**src/inc/ircps_pkg.sv**
```systemverilog
// constants for the interrupt, reset-cause, program counter and return stack block
package ircps_pkg;
   // file addresses of the registers
   localparam logic [7:0] IRQ_CONTROL_ADDR0 = 8'h0B;
   localparam logic [7:0] IRQ_CONTROL_ADDR1 = 8'h8B;
   localparam logic [7:0] PERIPH_FLAG_ADDR = 8'h0C;
   localparam logic [7:0] PERIPH_ENABLE_ADDR = 8'h8C;
   localparam logic [7:0] RESET_CAUSE_ADDR = 8'h8E;
   localparam logic [7:0] PC_LOW_BYTE_ADDR0 = 8'h02;
   localparam logic [7:0] PC_LOW_BYTE_ADDR1 = 8'h82;
   localparam logic [7:0] PC_HIGH_HOLDING_ADDR0 = 8'h0A;
   localparam logic [7:0] PC_HIGH_HOLDING_ADDR1 = 8'h8A;

   // irq_control field positions
   localparam int GLOBAL_IRQ_ENABLE_BIT = 7;
   localparam int PERIPHERAL_IRQ_ENABLE_BIT = 6;
   localparam int TIMER_OVERFLOW_IRQ_ENABLE_BIT = 5;
   localparam int EXT_PIN_IRQ_ENABLE_BIT = 4;
   localparam int PORT_CHANGE_IRQ_ENABLE_BIT = 3;
   localparam int TIMER_OVERFLOW_FLAG_BIT = 2;
   localparam int EXT_PIN_FLAG_BIT = 1;
   localparam int PORT_CHANGE_FLAG_BIT = 0;

   // peripheral enable and flag share one position
   localparam int COMPARATOR_BIT = 6;

   // reset_cause field positions
   localparam int POWER_ON_STATUS_BIT = 1;
   localparam int BROWNOUT_FLAG_BIT = 0;

   // reset values
   localparam logic [7:0] IRQ_CONTROL_RESET = 8'h00;
   localparam logic PERIPH_RESET = 1'b0;
   localparam logic [4:0] PC_HIGH_HOLDING_RESET = 5'h00;
   localparam logic [7:0] READ_IDLE = 8'h00;

   // program counter and stack geometry
   localparam int PC_WIDTH = 13;
   localparam int HOLDING_WIDTH = 5;
   localparam int JUMP_WIDTH = 11;
   localparam int STACK_DEPTH = 8;
   localparam logic [12:0] PC_RESET = 13'h0000;
   localparam logic [12:0] IRQ_VECTOR = 13'h0004;

   // watched port pins
   localparam int PORT_CHANGE_WIDTH = 4;
endpackage : ircps_pkg

```
**src/ircps_core.sv**
```systemverilog
// interrupt enables and flags, reset cause, program counter and return stack
`timescale 1ns/100ps
`default_nettype none
module ircps_core #(
   parameter int STACK_DEPTH = ircps_pkg::STACK_DEPTH,
   parameter logic [12:0] VECTOR = ircps_pkg::IRQ_VECTOR
) (
   input wire logic clk,
   input wire logic sys_rst,
   // reset controller tells which kind of reset is in progress
   input wire logic power_on_reset_cause,
   input wire logic brownout_reset_cause,
   input wire logic brownout_config_enable,
   // register port
   input wire logic [7:0] reg_addr,
   input wire logic [7:0] reg_wdata,
   input wire logic reg_wr,
   input wire logic reg_rd,
   output logic [7:0] reg_rdata,
   // interrupt sources, one-cycle pulses on clk
   input wire logic timer_overflow_event,
   input wire logic ext_pin_event,
   input wire logic comparator_change_event,
   // port pins 7:4 and their direction bits (1 = input)
   input wire logic [ircps_pkg::PORT_CHANGE_WIDTH-1:0] port_pins,
   input wire logic [ircps_pkg::PORT_CHANGE_WIDTH-1:0] port_is_input,
   input wire logic port_access,
   // sequencing from the instruction decoder
   input wire logic pc_advance,
   input wire logic jump_op,
   input wire logic call_op,
   input wire logic [ircps_pkg::JUMP_WIDTH-1:0] jump_target,
   input wire logic return_op,
   input wire logic irq_take,
   output logic [ircps_pkg::PC_WIDTH-1:0] pc,
   output logic irq_request
);
   import ircps_pkg::*;

   if (STACK_DEPTH != 8) begin : g_depth_check
      $error("ircps_core return stack must be eight deep");
   end

   typedef struct packed {
      logic global_irq_enable;
      logic peripheral_irq_enable;
      logic timer_overflow_irq_enable;
      logic ext_pin_irq_enable;
      logic port_change_irq_enable;
      logic timer_overflow_flag;
      logic ext_pin_flag;
      logic port_change_flag;
      logic comparator_irq_enable;
      logic comparator_change_flag;
      logic power_on_status;
      logic brownout_flag;
      logic [HOLDING_WIDTH-1:0] pc_high_holding;
      logic [PC_WIDTH-1:0] pc;
      logic [PORT_CHANGE_WIDTH-1:0] pin_meta;
      logic [PORT_CHANGE_WIDTH-1:0] pin_sync;
      logic [PORT_CHANGE_WIDTH-1:0] port_latch;
      logic [7:0] rdata;
      logic irq_request;
   } ircps_core_state_t;

   ircps_core_state_t state;
   ircps_core_state_t next_state;
   logic [PC_WIDTH-1:0] stack_top;
   logic stack_push;
   logic stack_pop;

   function automatic logic addr_hit(input logic [7:0] a, input logic [7:0] x0, input logic [7:0] x1);
      addr_hit = (a == x0) || (a == x1);
   endfunction : addr_hit

   function automatic logic [7:0] irq_control_value(input ircps_core_state_t s);
      logic [7:0] v;
      v = 8'h00;
      v[GLOBAL_IRQ_ENABLE_BIT] = s.global_irq_enable;
      v[PERIPHERAL_IRQ_ENABLE_BIT] = s.peripheral_irq_enable;
      v[TIMER_OVERFLOW_IRQ_ENABLE_BIT] = s.timer_overflow_irq_enable;
      v[EXT_PIN_IRQ_ENABLE_BIT] = s.ext_pin_irq_enable;
      v[PORT_CHANGE_IRQ_ENABLE_BIT] = s.port_change_irq_enable;
      v[TIMER_OVERFLOW_FLAG_BIT] = s.timer_overflow_flag;
      v[EXT_PIN_FLAG_BIT] = s.ext_pin_flag;
      v[PORT_CHANGE_FLAG_BIT] = s.port_change_flag;
      irq_control_value = v;
   endfunction : irq_control_value

   logic wr_irq_control;
   logic wr_periph_flag;
   logic wr_periph_enable;
   logic wr_reset_cause;
   logic wr_pc_low;
   logic wr_holding;
   logic [PORT_CHANGE_WIDTH-1:0] mismatch;
   logic port_change_event;

   always_comb begin
      wr_irq_control = reg_wr && addr_hit(reg_addr, IRQ_CONTROL_ADDR0, IRQ_CONTROL_ADDR1);
      wr_periph_flag = reg_wr && (reg_addr == PERIPH_FLAG_ADDR);
      wr_periph_enable = reg_wr && (reg_addr == PERIPH_ENABLE_ADDR);
      wr_reset_cause = reg_wr && (reg_addr == RESET_CAUSE_ADDR);
      wr_pc_low = reg_wr && addr_hit(reg_addr, PC_LOW_BYTE_ADDR0, PC_LOW_BYTE_ADDR1);
      wr_holding = reg_wr && addr_hit(reg_addr, PC_HIGH_HOLDING_ADDR0, PC_HIGH_HOLDING_ADDR1);
      // only input pins take part in the comparison
      mismatch = (state.pin_sync ^ state.port_latch) & port_is_input;
      port_change_event = |mismatch;
   end

   assign stack_push = !sys_rst && (irq_take || call_op);
   assign stack_pop = !sys_rst && !irq_take && !call_op && !jump_op && return_op;

   always_comb begin
      next_state = state;

      // two-stage synchroniser for the port pins
      next_state.pin_meta = port_pins;
      next_state.pin_sync = state.pin_meta;
      // a port access re-arms the comparison against the present pin values
      if (port_access) begin
         next_state.port_latch = state.pin_sync;
      end

      // software writes first; hardware sets below so a set in the clear cycle wins
      if (wr_irq_control) begin
         next_state.global_irq_enable = reg_wdata[GLOBAL_IRQ_ENABLE_BIT];
         next_state.peripheral_irq_enable = reg_wdata[PERIPHERAL_IRQ_ENABLE_BIT];
         next_state.timer_overflow_irq_enable = reg_wdata[TIMER_OVERFLOW_IRQ_ENABLE_BIT];
         next_state.ext_pin_irq_enable = reg_wdata[EXT_PIN_IRQ_ENABLE_BIT];
         next_state.port_change_irq_enable = reg_wdata[PORT_CHANGE_IRQ_ENABLE_BIT];
         next_state.timer_overflow_flag = reg_wdata[TIMER_OVERFLOW_FLAG_BIT];
         next_state.ext_pin_flag = reg_wdata[EXT_PIN_FLAG_BIT];
         next_state.port_change_flag = reg_wdata[PORT_CHANGE_FLAG_BIT];
      end
      if (wr_periph_enable) begin
         next_state.comparator_irq_enable = reg_wdata[COMPARATOR_BIT];
      end
      if (wr_periph_flag) begin
         next_state.comparator_change_flag = reg_wdata[COMPARATOR_BIT];
      end
      if (wr_reset_cause) begin
         next_state.power_on_status = reg_wdata[POWER_ON_STATUS_BIT];
         next_state.brownout_flag = reg_wdata[BROWNOUT_FLAG_BIT];
      end
      if (wr_holding) begin
         next_state.pc_high_holding = reg_wdata[HOLDING_WIDTH-1:0];
      end

      // flags set without looking at enables
      if (timer_overflow_event) begin
         next_state.timer_overflow_flag = 1'b1;
      end
      if (ext_pin_event) begin
         next_state.ext_pin_flag = 1'b1;
      end
      // a standing mismatch keeps setting the flag
      if (port_change_event) begin
         next_state.port_change_flag = 1'b1;
      end
      if (comparator_change_event) begin
         next_state.comparator_change_flag = 1'b1;
      end

      // program counter sources in falling priority
      // no stack action touches pc_high_holding
      if (irq_take) begin
         next_state.pc = VECTOR;
      end else if (call_op || jump_op) begin
         next_state.pc = {state.pc_high_holding[HOLDING_WIDTH-1:HOLDING_WIDTH-2], jump_target};
      end else if (return_op) begin
         next_state.pc = stack_top;
      end else if (wr_pc_low) begin
         // upper bits have no path of their own
         next_state.pc = {state.pc_high_holding, reg_wdata};
      end else if (pc_advance) begin
         // the increment carries through all 13 bits, past the low byte's wrap
         next_state.pc = state.pc + 1'b1;
      end

      next_state.irq_request = next_state.global_irq_enable && (
         (next_state.timer_overflow_flag && next_state.timer_overflow_irq_enable) ||
         (next_state.ext_pin_flag && next_state.ext_pin_irq_enable) ||
         (next_state.port_change_flag && next_state.port_change_irq_enable) ||
         (next_state.comparator_change_flag && next_state.comparator_irq_enable &&
          next_state.peripheral_irq_enable));

      // read data stand only in the cycle after the strobe
      next_state.rdata = READ_IDLE;
      if (reg_rd) begin
         if (addr_hit(reg_addr, IRQ_CONTROL_ADDR0, IRQ_CONTROL_ADDR1)) begin
            next_state.rdata = irq_control_value(state);
         end else if (reg_addr == PERIPH_ENABLE_ADDR) begin
            next_state.rdata[COMPARATOR_BIT] = state.comparator_irq_enable;
         end else if (reg_addr == PERIPH_FLAG_ADDR) begin
            next_state.rdata[COMPARATOR_BIT] = state.comparator_change_flag;
         end else if (reg_addr == RESET_CAUSE_ADDR) begin
            next_state.rdata[POWER_ON_STATUS_BIT] = state.power_on_status;
            next_state.rdata[BROWNOUT_FLAG_BIT] = state.brownout_flag;
         end else if (addr_hit(reg_addr, PC_LOW_BYTE_ADDR0, PC_LOW_BYTE_ADDR1)) begin
            next_state.rdata = state.pc[7:0];
         end else if (addr_hit(reg_addr, PC_HIGH_HOLDING_ADDR0, PC_HIGH_HOLDING_ADDR1)) begin
            next_state.rdata[HOLDING_WIDTH-1:0] = state.pc_high_holding;
         end
      end
   end

   always_ff @(posedge clk) begin
      if (sys_rst) begin
         state.pc <= PC_RESET;
         {state.global_irq_enable, state.peripheral_irq_enable, state.timer_overflow_irq_enable,
          state.ext_pin_irq_enable, state.port_change_irq_enable, state.timer_overflow_flag,
          state.ext_pin_flag, state.port_change_flag} <= IRQ_CONTROL_RESET;
         state.comparator_irq_enable <= PERIPH_RESET;
         state.comparator_change_flag <= PERIPH_RESET;
         state.pc_high_holding <= PC_HIGH_HOLDING_RESET;
         state.pin_meta <= '0;
         state.pin_sync <= '0;
         state.port_latch <= '0;
         state.rdata <= READ_IDLE;
         state.irq_request <= 1'b0;
         if (power_on_reset_cause) begin
            state.power_on_status <= 1'b0;
            // value after power-on carries no meaning; held at zero
            state.brownout_flag <= 1'b0;
         end else if (brownout_reset_cause && brownout_config_enable) begin
            state.brownout_flag <= 1'b0;
         end
      end else begin
         state <= next_state;
      end
   end

   ircps_stack #(
      .DEPTH(STACK_DEPTH),
      .WIDTH(PC_WIDTH)
   ) u_stack (
      .clk(clk),
      .sys_rst(sys_rst),
      .push(stack_push),
      .pop(stack_pop),
      .push_data(state.pc),
      .top_data(stack_top)
   );

   assign pc = state.pc;
   assign reg_rdata = state.rdata;
   assign irq_request = state.irq_request;
endmodule : ircps_core
`default_nettype wire

```
**src/ircps_stack.sv**
```systemverilog
// circular return stack for the program counter
`timescale 1ns/100ps
`default_nettype none
module ircps_stack #(
   parameter int DEPTH = ircps_pkg::STACK_DEPTH,
   parameter int WIDTH = ircps_pkg::PC_WIDTH
) (
   input wire logic clk,
   input wire logic sys_rst,
   input wire logic push,
   input wire logic pop,
   input wire logic [WIDTH-1:0] push_data,
   output logic [WIDTH-1:0] top_data
);
   import ircps_pkg::*;

   localparam int PTR_W = (DEPTH > 1) ? $clog2(DEPTH) : 1;

   if (DEPTH < 2 || (DEPTH & (DEPTH - 1)) != 0) begin : g_depth_check
      $error("ircps_stack depth must be a power of two of at least 2");
   end

   typedef struct packed {
      logic [DEPTH-1:0][WIDTH-1:0] entry;
      logic [PTR_W-1:0] ptr;
   } ircps_stack_state_t;

   ircps_stack_state_t state;
   ircps_stack_state_t next_state;

   // ptr names the next free slot; one below it is the top
   always_comb begin
      next_state = state;
      if (push) begin
         // the pointer wraps so a ninth push overwrites the first entry
         next_state.entry[state.ptr] = push_data;
         next_state.ptr = state.ptr + 1'b1;
      end else if (pop) begin
         // underflow wraps silently; nothing flags it
         next_state.ptr = state.ptr - 1'b1;
      end
   end

   always_ff @(posedge clk) begin
      if (sys_rst) begin
         state <= '0;
      end else begin
         state <= next_state;
      end
   end

   assign top_data = state.entry[state.ptr - 1'b1];
endmodule : ircps_stack
`default_nettype wire

```
**config.mk**
```make
export PLATFORM = sky130hd
export DESIGN_NAME = ircps_core
export DESIGN_NICKNAME = d
export VERILOG_FILES = /design/src/inc/ircps_pkg.sv /design/src/ircps_core.sv /design/src/ircps_stack.sv
export SDC_FILE = /design/constraint.sdc
export NUM_CORES = 1
export LEC_CHECK = 0
export BUFFER_PORTS_ARGS = -buffer_cell sky130_fd_sc_hd__buf_2
export CELL_PAD_IN_SITES_DETAIL_PLACEMENT = 1
export CELL_PAD_IN_SITES_GLOBAL_PLACEMENT = 2
export CORE_ASPECT_RATIO = 0.9
export CORE_MARGIN = 5
export CORE_UTILIZATION = 41
export CTS_CLUSTER_DIAMETER = 150
export DETAILED_ROUTE_END_ITERATION = 10
export PLACE_DENSITY = 0.95
export REMOVE_ABC_BUFFERS = 1
export SKIP_CTS_REPAIR_TIMING = 1
export SYNTH_ARGS = -nofsm -noshare
export SYNTH_HDL_FRONTEND = slang
export SYNTH_SLANG_ARGS = --single-unit
```
**constraint.sdc**
```tcl
create_clock -name clk -period 4.12 [get_ports clk]
set_input_delay 0 -clock clk [delete_from_list [all_inputs] [get_ports clk]]
set_output_delay 0 -clock clk [all_outputs]
set_load 0.01 [all_outputs]
```
# == Word-level counts from Yosys, hierarchy flattened ==
# Cells that the tools add are included.
# totals
output_inout_bits,22
reg_bits,158
wordCells,128
input_bits,51
# op_classes
add_sub_neg,3
reduce_logical,40
eq_ne,11
order_cmp,3
mux,39
bitwise,3
# op_table
cell,count
$bwmux W104,1
$mux W13,7
$mux W41,1
$eq A8 B8 Y1 const B,5
$bmux W13 S3,1
$demux W13 S3,1
$eq A8 B4 Y1 const B,3
$mux W8,3
$logic_and A1 B1 Y1,19
$mux W6,3
$mux W5,3
$add A13 B1 Y13 const B,1
$mux W1,13
$mux W3,3
$eq A8 B2 Y1 const B,1
$logic_or A1 B1 Y1,8
$lt A3 B4 Y1 const B,2
$reduce_bool A5 Y1,1
$and A4 B4 Y4,1
$logic_not A1 Y1,4
$mux W2,2
$mux W4,1
$reduce_and A2 Y1,2
$reduce_bool A2 Y1,2
other kinds (10),11

# == Logic depth before layout (Yosys ltp) ==
# Gate-level depths: netlist of run 1.
# logic_depth
depth_word,11
depth_mapped,10

# == Modules after synthesis ==
# Synthesis of run 1 repeated with hierarchy kept, for this count alone.
# hier_totals
cells_unflattened,976
hier_area_um2,7756.2
# modules_own_cells
module,seq_area_each_um2,area_each_um2,cells_per_inst,instances
ircps_stack,2142.1,4933.5,632,1
ircps_core,1041.0,2822.7,344,1

# == Least setup slack after synthesis of run 1 ==
# No wires, ideal clock.
# synth_timing
path_type,flip-flop to flip-flop
start,reg u_stack.state[0] in the netlist's numbering
end,reg pc[3] (netlist name)
setup_slack_ns,1.363
required_ns,4.003
setup_time_ns,0.117
synth_period_minus_slack_ns,2.757
t_arrival_ns,2.640
stages_incl_launch_ff,11
path_cell_list,dfxtp_1 buf_2 inv_2 ha_1 buf_2 clkbuf_1 buf_2 mux4_2 mux2i_1 o211ai_1 a32o_1
# synth_via
elab_chain_len,5
# synth_lines
item,line,text
start: declaration,ircps_stack.sv:28,ircps_stack_state_t state;
start signal: assignment,ircps_stack.sv:48,state <= next_state;
$sub A3 B1 Y3,ircps_stack.sv:52,assign top_data = state.entry[state.ptr - 1'b1];
$bmux W13 S3,ircps_stack.sv:52,
$mux W13 (implied by the code),ircps_stack.sv:52,
$mux W13,ircps_core.sv:171,end else if (return_op) begin
$mux W13,ircps_core.sv:169,end else if (call_op || jump_op) begin
# No other way between the ends. The select of a mux whose other input is x is not followed.
# A chain may end at the register's enable or synchronous reset.

# == Final worst setup path of run 1 ==
# layout_timing
start,reg u_stack.state[1] in the netlist's numbering
end,reg pc[4] (netlist name)
# layout_via
elab_chain_len,5
# layout_lines
item,line
$sub A3 B1 Y3,ircps_stack.sv:52
$bmux W13 S3,ircps_stack.sv:52
$mux W13 (implied by the code),ircps_stack.sv:52
$mux W13,ircps_core.sv:171
$mux W13,ircps_core.sv:169
# No other way between the ends. The select of a mux whose other input is x is not followed.

==> impl_metrics.ini, run 1 <==
[status]
status = complete, but fails checks
violations = negative hold slack

[critical_path]
worstPathArrival_ps = 3220
rr_startpoint = u_stack.state[1]
ff2ff_path_depth = 8
r2r_slack_ps = 1220
cp.required_ps = 4440
critPathMaxFanout = 14
worstSetupPathType = reg2reg
r2r-end = pc[4]
critPathLaunchType = flop
cp-end-kind = flop

[layout]
area_delta_synth_final_pct = 16.7
final-instance-count-excl-fill = 1063
layout_common_cells = dfxtp_1, nor2_1, mux2i_1, buf_2, a21oi_1
drive_above_1_share = 0.208
num_antenna_cells = 0
layout_commonest_cell = dfxtp_1
final_nets = 864
final_util = 0.489

[grt]
gr-total-overflow = 0
track_usage = 0.213
grt_max_degree = 84
first_global_vias = 6229
antenna_found_initial = 0
grt_pass1_wl_mm = 35.0

[route]
wl_per_cell_um = 21.2
drtIter0Drc = 424
vias = 6027
routed_wl_mm = 22.5
drt-vias-per-instance = 5.67
drc = 0
final_antenna_net_count = 0
drtPass1Iterations = 6

[floorplan]
row_count = 46
core_um2 = 17700
die_area_um2 = 20900
die_y_um = 138
ios = 73
die_x_um = 152
initial_core_util = 0.419

[placement]
hpwl_mm = 15.0
gp_congestion = 0.843
portBuffers = 72
pre_cts_slack_ps = 1250
dp.cells = 999

[timing]
skew_ps = 13.0
period_minus_slack_ps = 2900
rsz0062_at_grt = no
setup_ws_ps = 1220
finalMaxSlewViolations = 0
final-hold-violation-count = 3
fmax_mhz = 345
slew_headroom = 0.246
tns_ps = 0
whs_ps = -8.87
finalSetupViolCount = 0
worstMarginPinSlew_ps = 1120
fin_crit_sh = 0.703

[cts]
clock_insertion_delay_worst_skew_ps = 430
cts-root-buf = clkbuf_16
clk_pin_slew_ps = 70
ctsHtreeMaxLevel = 4
cts_buffers = 17
cts.sink_count = 158
cts_tree = done
clock_path_buffers = 2

[synth]
async_flop_share = 0
ys_ff_latch = 158
yosysWarnings = 0
synthCells = 755
synth-main-ff-cell = dfxtp_1
ys_seq_area_frac = 0.429
synth_cell_types = 62
synth-edff-count = 2
syn_area_per_cell_um2 = 9.84
syn_area_um2 = 7430

[worst_hold_path]
min_path_type = in2reg
whs_endpoint = state[43]
hold_path_depth = 3
hp-start = port_is_input[1]

[pwr]
p_per_area_nw_per_um2 = 410
ir_worst_vdd_mv = 0.321
p_leak_nw = 3.54

[flow_run]
cap_violations = 0
-- cell families after synthesis --
| family | Yosys count | synth area share |
|---|---|---|
| buffers and inverters | 98 | 0.0670 |
| adder cells (fa/ha/maj) | 3 | 0.00505 |
| flip-flops | 158 | 0.429 |
| multiplexers | 141 | 0.235 |
| XOR/XNOR | 19 | 0.0224 |
| AO/OA/AOI/OAI | 97 | 0.0871 |
| AND/OR/NAND/NOR | 239 | 0.155 |
-- critical path, cell delays in order (launching register included) --
cell,delay (ps)
dfxtp_1,550
inv_1,160
ha_1,250
xnor2_2,470
buf_4,380
mux4_2,530
mux2i_1,140
o211ai_1,100
a32o_1,210
-- metrics by stage --
step                area [µm²]  power [mW]  hold slack, ps
finish                    8660        3.56           -8.87
global route              8660        3.68            12.7
CTS                       8340        3.55            -224
detailed placement        7770        2.01             219
global placement          7770        1.99             213
floorplan                 6980        1.83            67.9
-- cell type report --
class / instances / area [µm²]
clock inverter: 15 / 146
sequential: 158 / 3180
tap: 240 / 300
multi-input combinational: 499 / 3750
inverter: 14 / 52.6
clock buffer: 17 / 425
fill: 2008 / 9060
timing repair buffer: 120 / 803
-- flip-flops by register name, indices dropped and copies added (netlist names) --
signal	flops
pc	13
irq_request	1
u_stack.state	107
next_state	4
reg_rdata	8
state	25
-- cell usage after synthesis, types with 3 or more instances --
| cell type | n | area, µm² |
|---|---|---|
| a21oi_1 | 35 | 175 |
| a222oi_1 | 8 | 80.1 |
| a22oi_1 | 8 | 60.1 |
| a311oi_1 | 3 | 26.3 |
| a31oi_1 | 6 | 37.5 |
| a32o_1 | 4 | 40.0 |
| buf_2 | 14 | 70.1 |
| buf_4 | 23 | 173 |
| clkbuf_1 | 41 | 154 |
| dfxtp_1 | 156 | 3120 |
| ha_1 | 3 | 37.5 |
| inv_1 | 13 | 48.8 |
| mux2_2 | 6 | 67.6 |
| mux2i_1 | 109 | 1090 |
| mux4_2 | 26 | 586 |
| nand2_1 | 30 | 113 |
| nand3_1 | 25 | 125 |
| nand4_1 | 10 | 62.6 |
| nor2_1 | 131 | 492 |
| nor2b_1 | 11 | 68.8 |
| nor3_2 | 3 | 30.0 |
| nor3b_1 | 3 | 22.5 |
| o21ai_0 | 17 | 85.1 |
| xnor2_1 | 10 | 87.6 |
| xor2_1 | 9 | 78.8 |
-- power by group --
part	leakage (nW)	internal [mW]	switching, mW
logic	1.98	0.166	0.239
clock network	0.279	0.888	0.661
registers	1.28	1.56	0.0444
total	3.54	2.61	0.944
-- per-layer routing --
layer | wire (µm) | vias to the layer above | share of wire | global-route usage
li1 | - | 2771 | - | -
met1 | 9990 | 3039 | 0.44 | 0.276
met2 | 11100 | 184 | 0.49 | 0.362
met3 | 1120 | 33 | 0.050 | 0.0471
met4 | 341 | 0 | 0.015 | 0.0579
met5 | 0 | - | 0 | 0
-- worst max-delay path by stage --
stage | slack (ps) | from | to | depth (start not counted)
6_report | 1220 | u_stack.state[1] | pc[4] | 8
5_1_grt | 1090 | u_stack.state[1] | pc[4] | 8
4_1_cts | 1210 | u_stack.state[1] | pc[4] | 8
3_5_place_dp | 1250 | u_stack.state[1] | pc[4] | 8
3_3_place_gp | 1430 | u_stack.state[1] | pc[4] | 8
2_1_floorplan | 260 | u_stack.state[0] | pc[3] | 7
Note: power is estimated with default switching activity, not from simulation.
==> run 2, diff against run 1 <==
--- a/config.mk
+++ b/config.mk
@@ -5,15 +5,16 @@
 export SDC_FILE = /design/constraint.sdc
 export NUM_CORES = 1
 export LEC_CHECK = 0
+export ABC_AREA = 1
 export BUFFER_PORTS_ARGS = -buffer_cell sky130_fd_sc_hd__buf_2
 export CELL_PAD_IN_SITES_DETAIL_PLACEMENT = 1
 export CELL_PAD_IN_SITES_GLOBAL_PLACEMENT = 2
 export CORE_ASPECT_RATIO = 0.9
 export CORE_MARGIN = 5
-export CORE_UTILIZATION = 41
+export CORE_UTILIZATION = 30
 export CTS_CLUSTER_DIAMETER = 150
 export DETAILED_ROUTE_END_ITERATION = 10
-export PLACE_DENSITY = 0.95
+export PLACE_DENSITY = 0.86
 export REMOVE_ABC_BUFFERS = 1
 export SKIP_CTS_REPAIR_TIMING = 1
 export SYNTH_ARGS = -nofsm -noshare
==> constraint.sdc (replaced) <==
create_clock -name clk -period 2.3 [get_ports clk]
set_input_delay 0 -clock clk [delete_from_list [all_inputs] [get_ports clk]]
set_output_delay 0 -clock clk [all_outputs]
set_load 0.01 [all_outputs]
==> run 2 against run 1 <==
The run still ends with negative hold slack left. Combinational power increased by 130%. Clock skew decreased by 3.7 ps. Synthesized cell count increased by 38%. Cell area increased by 3.5%. Non-clock buffer count increased by 14. Sequential power increased by 81%. Die area increased by 35%. Register-to-register slack got worse by 860 ps. Worst setup slack got worse by 860 ps. Sequential share of layout area decreased by 1.2 points. Total power increased by 87%. Via count increased by 21%. Largest cell class unchanged. Highest routed layer unchanged.
==> impl_metrics.ini, run 2 <==
[route]
drc = 0
routed_wl_mm = 26.2
final_antenna_net_count = 0
drtIter0Drc = 476
wl_per_cell_um = 17.9
drt-vias-per-instance = 4.97
drtPass1Iterations = 5
vias = 7277

[critical_path]
critPathMaxFanout = 6
cp.required_ps = 2630
critPathLaunchType = flop
worstSetupPathType = reg2reg
worstPathArrival_ps = 2280
cp-end-kind = flop

[synth]
synth_common_cells = nand2_1, dfxtp_1, o21ai_0, a21oi_1, nor2_1
syn_area_um2 = 7460
synthCells = 1040
ys_ff_latch = 158
synth_top_family_by_area = simple AND/OR/NAND/NOR gates
async_flop_share = 0
synthMuxAreaShare = 0
synth_fa_ha_area_frac = 0.00503
synth_xor_area_frac = 0.00922
ys_seq_area_frac = 0.426
synth-edff-count = 2
yosysTopAreaCell = dfxtp_1
yosysMostFrequentCell = nand2_1
syn_area_per_cell_um2 = 7.18
synth_cell_types = 38
yosysWarnings = 0
yosysTopAreaCellShare = 0.418
synth.area.top_cells = dfxtp_1, nand2_1, o21ai_0
synth_compound_area_frac = 0.219
synth-main-ff-cell = dfxtp_1
synth-simple-area-share = 0.237

[layout]
layout_commonest_cell = nand2_1
num_antenna_cells = 0
largest_register = u_stack.state
multi_input_area_um2 = 3510
final_nets = 1169
final-instance-count-excl-fill = 1464
top_regs = u_stack.state x107, state x25, pc x13
largest_reg_flops = 107
final-seq-area_um2 = 3180
drive_above_1_share = 0.152
layout_common_cells = nand2_1, dfxtp_1, o21ai_0, a21oi_1, nor2_1
fillerInstances = 3048
area_delta_synth_final_pct = 20.1

[timing]
worstMarginPinSlew_ps = 939
final-hold-violation-count = 2
period_minus_slack_ps = 1940
finalMaxSlewViolations = 0
skew_ps = 9.29
slew_headroom = 0.372
fmax_mhz = 515
finalSetupViolCount = 0
fin_crit_sh = 0.845
whs_ps = -43.2
rsz0062_at_grt = no

[grt]
grt_pass1_wl_mm = 41.5
first_global_vias = 7346
grt_max_degree = 78
antenna_found_initial = 0
gr-total-overflow = 0
track_usage = 0.185

[floorplan]
row_count = 54
initial_core_util = 0.306
die_y_um = 160
ios = 73
core_um2 = 24400
die_x_um = 176
die_area_um2 = 28100

[flow_run]
cap_violations = 0

[placement]
gp_congestion = 0.819
dp.cells = 1401
hpwl_mm = 17.8
portBuffers = 72

[cts]
ctsHtreeMaxLevel = 4
cts_buffers = 17
cts.sink_count = 158
clock_insertion_delay_worst_skew_ps = 440
clock_path_buffers = 2
cts_tree = done
clk_pin_slew_ps = 70
cts-root-buf = clkbuf_16

[pwr]
finalPower_mw = 6.64
ir_worst_vdd_mv = 0.460
p_leak_nw = 3.69
p_per_area_nw_per_um2 = 740

[worst_hold_path]
min_path_type = in2reg

[status]
violations = negative hold slack
status = complete, but fails checks
run 2: metal layers:
layer / vias to the layer above / part of all wire / track usage
met2: 141 / 0.46 / 0.286
met4: 0 / 0.015 / 0.0489
met5: - / 0 / 0
li1: 3589 / - / -
met3: 30 / 0.039 / 0.0350
met1: 3517 / 0.49 / 0.266
run 2: final timing paths:
kind,from,end,slack [ps],cells after the start
hold reg to reg,next_state[15],state[15],410,2
hold / removal,jump_target[9],pc[9],-40,5
setup / recovery,pc[0],pc[10],360,7
setup reg to reg,pc[0],pc[10],360,7
run 2: worst max-delay path, stage by stage (launching register included):
cell      delay [ps]
dfxtp_1          510
ha_1             270
nand3_1          130
nor3_2           260
nand3b_1         210
or2_1            260
a21oi_1          130
nor2_1            60
run 2: area by class of cell:
cell class	count	area share
tap	336	0.0469
sequential	158	0.355
timing repair buffer	134	0.106
clock buffer	17	0.0475
inverter	86	0.0360
multi-input combinational	718	0.392
clock inverter	15	0.0163
run 2: cell families after synthesis:
| kind of cell | count (synthesis) |
|---|---|
| fa+ha+maj | 3 |
| buf+inv | 164 |
| flops | 158 |
| xor+xnor | 7 |
| simple gates | 393 |
| compound gates | 315 |
run 2: power by group:
| group | internal, mW | leakage [nW] | switching [mW] |
|---|---|---|---|
| clock | 1.44 | 0.276 | 1.37 |
| sequential | 2.83 | 1.29 | 0.0636 |
| combinational | 0.316 | 2.12 | 0.615 |
run 2: metrics by stage:
| step | hold WS [ps] | setup TNS [ps] | worst slack, ps | area [µm²] | utilization |
|---|---|---|---|---|---|
| final | -43.2 | 0 | 357 | 8960 | 0.368 |
| after global routing | 0.629 | 0 | 186 | 8960 | 0.368 |
| after global placement | 197 | 0 | 422 | 8080 | 0.331 |
| after CTS | -260 | 0 | 344 | 8650 | 0.355 |
| after detailed placement | 212 | 0 | 379 | 8080 | 0.331 |
| after floorplan | 69.1 | -32600 | -1510 | 7020 | - |
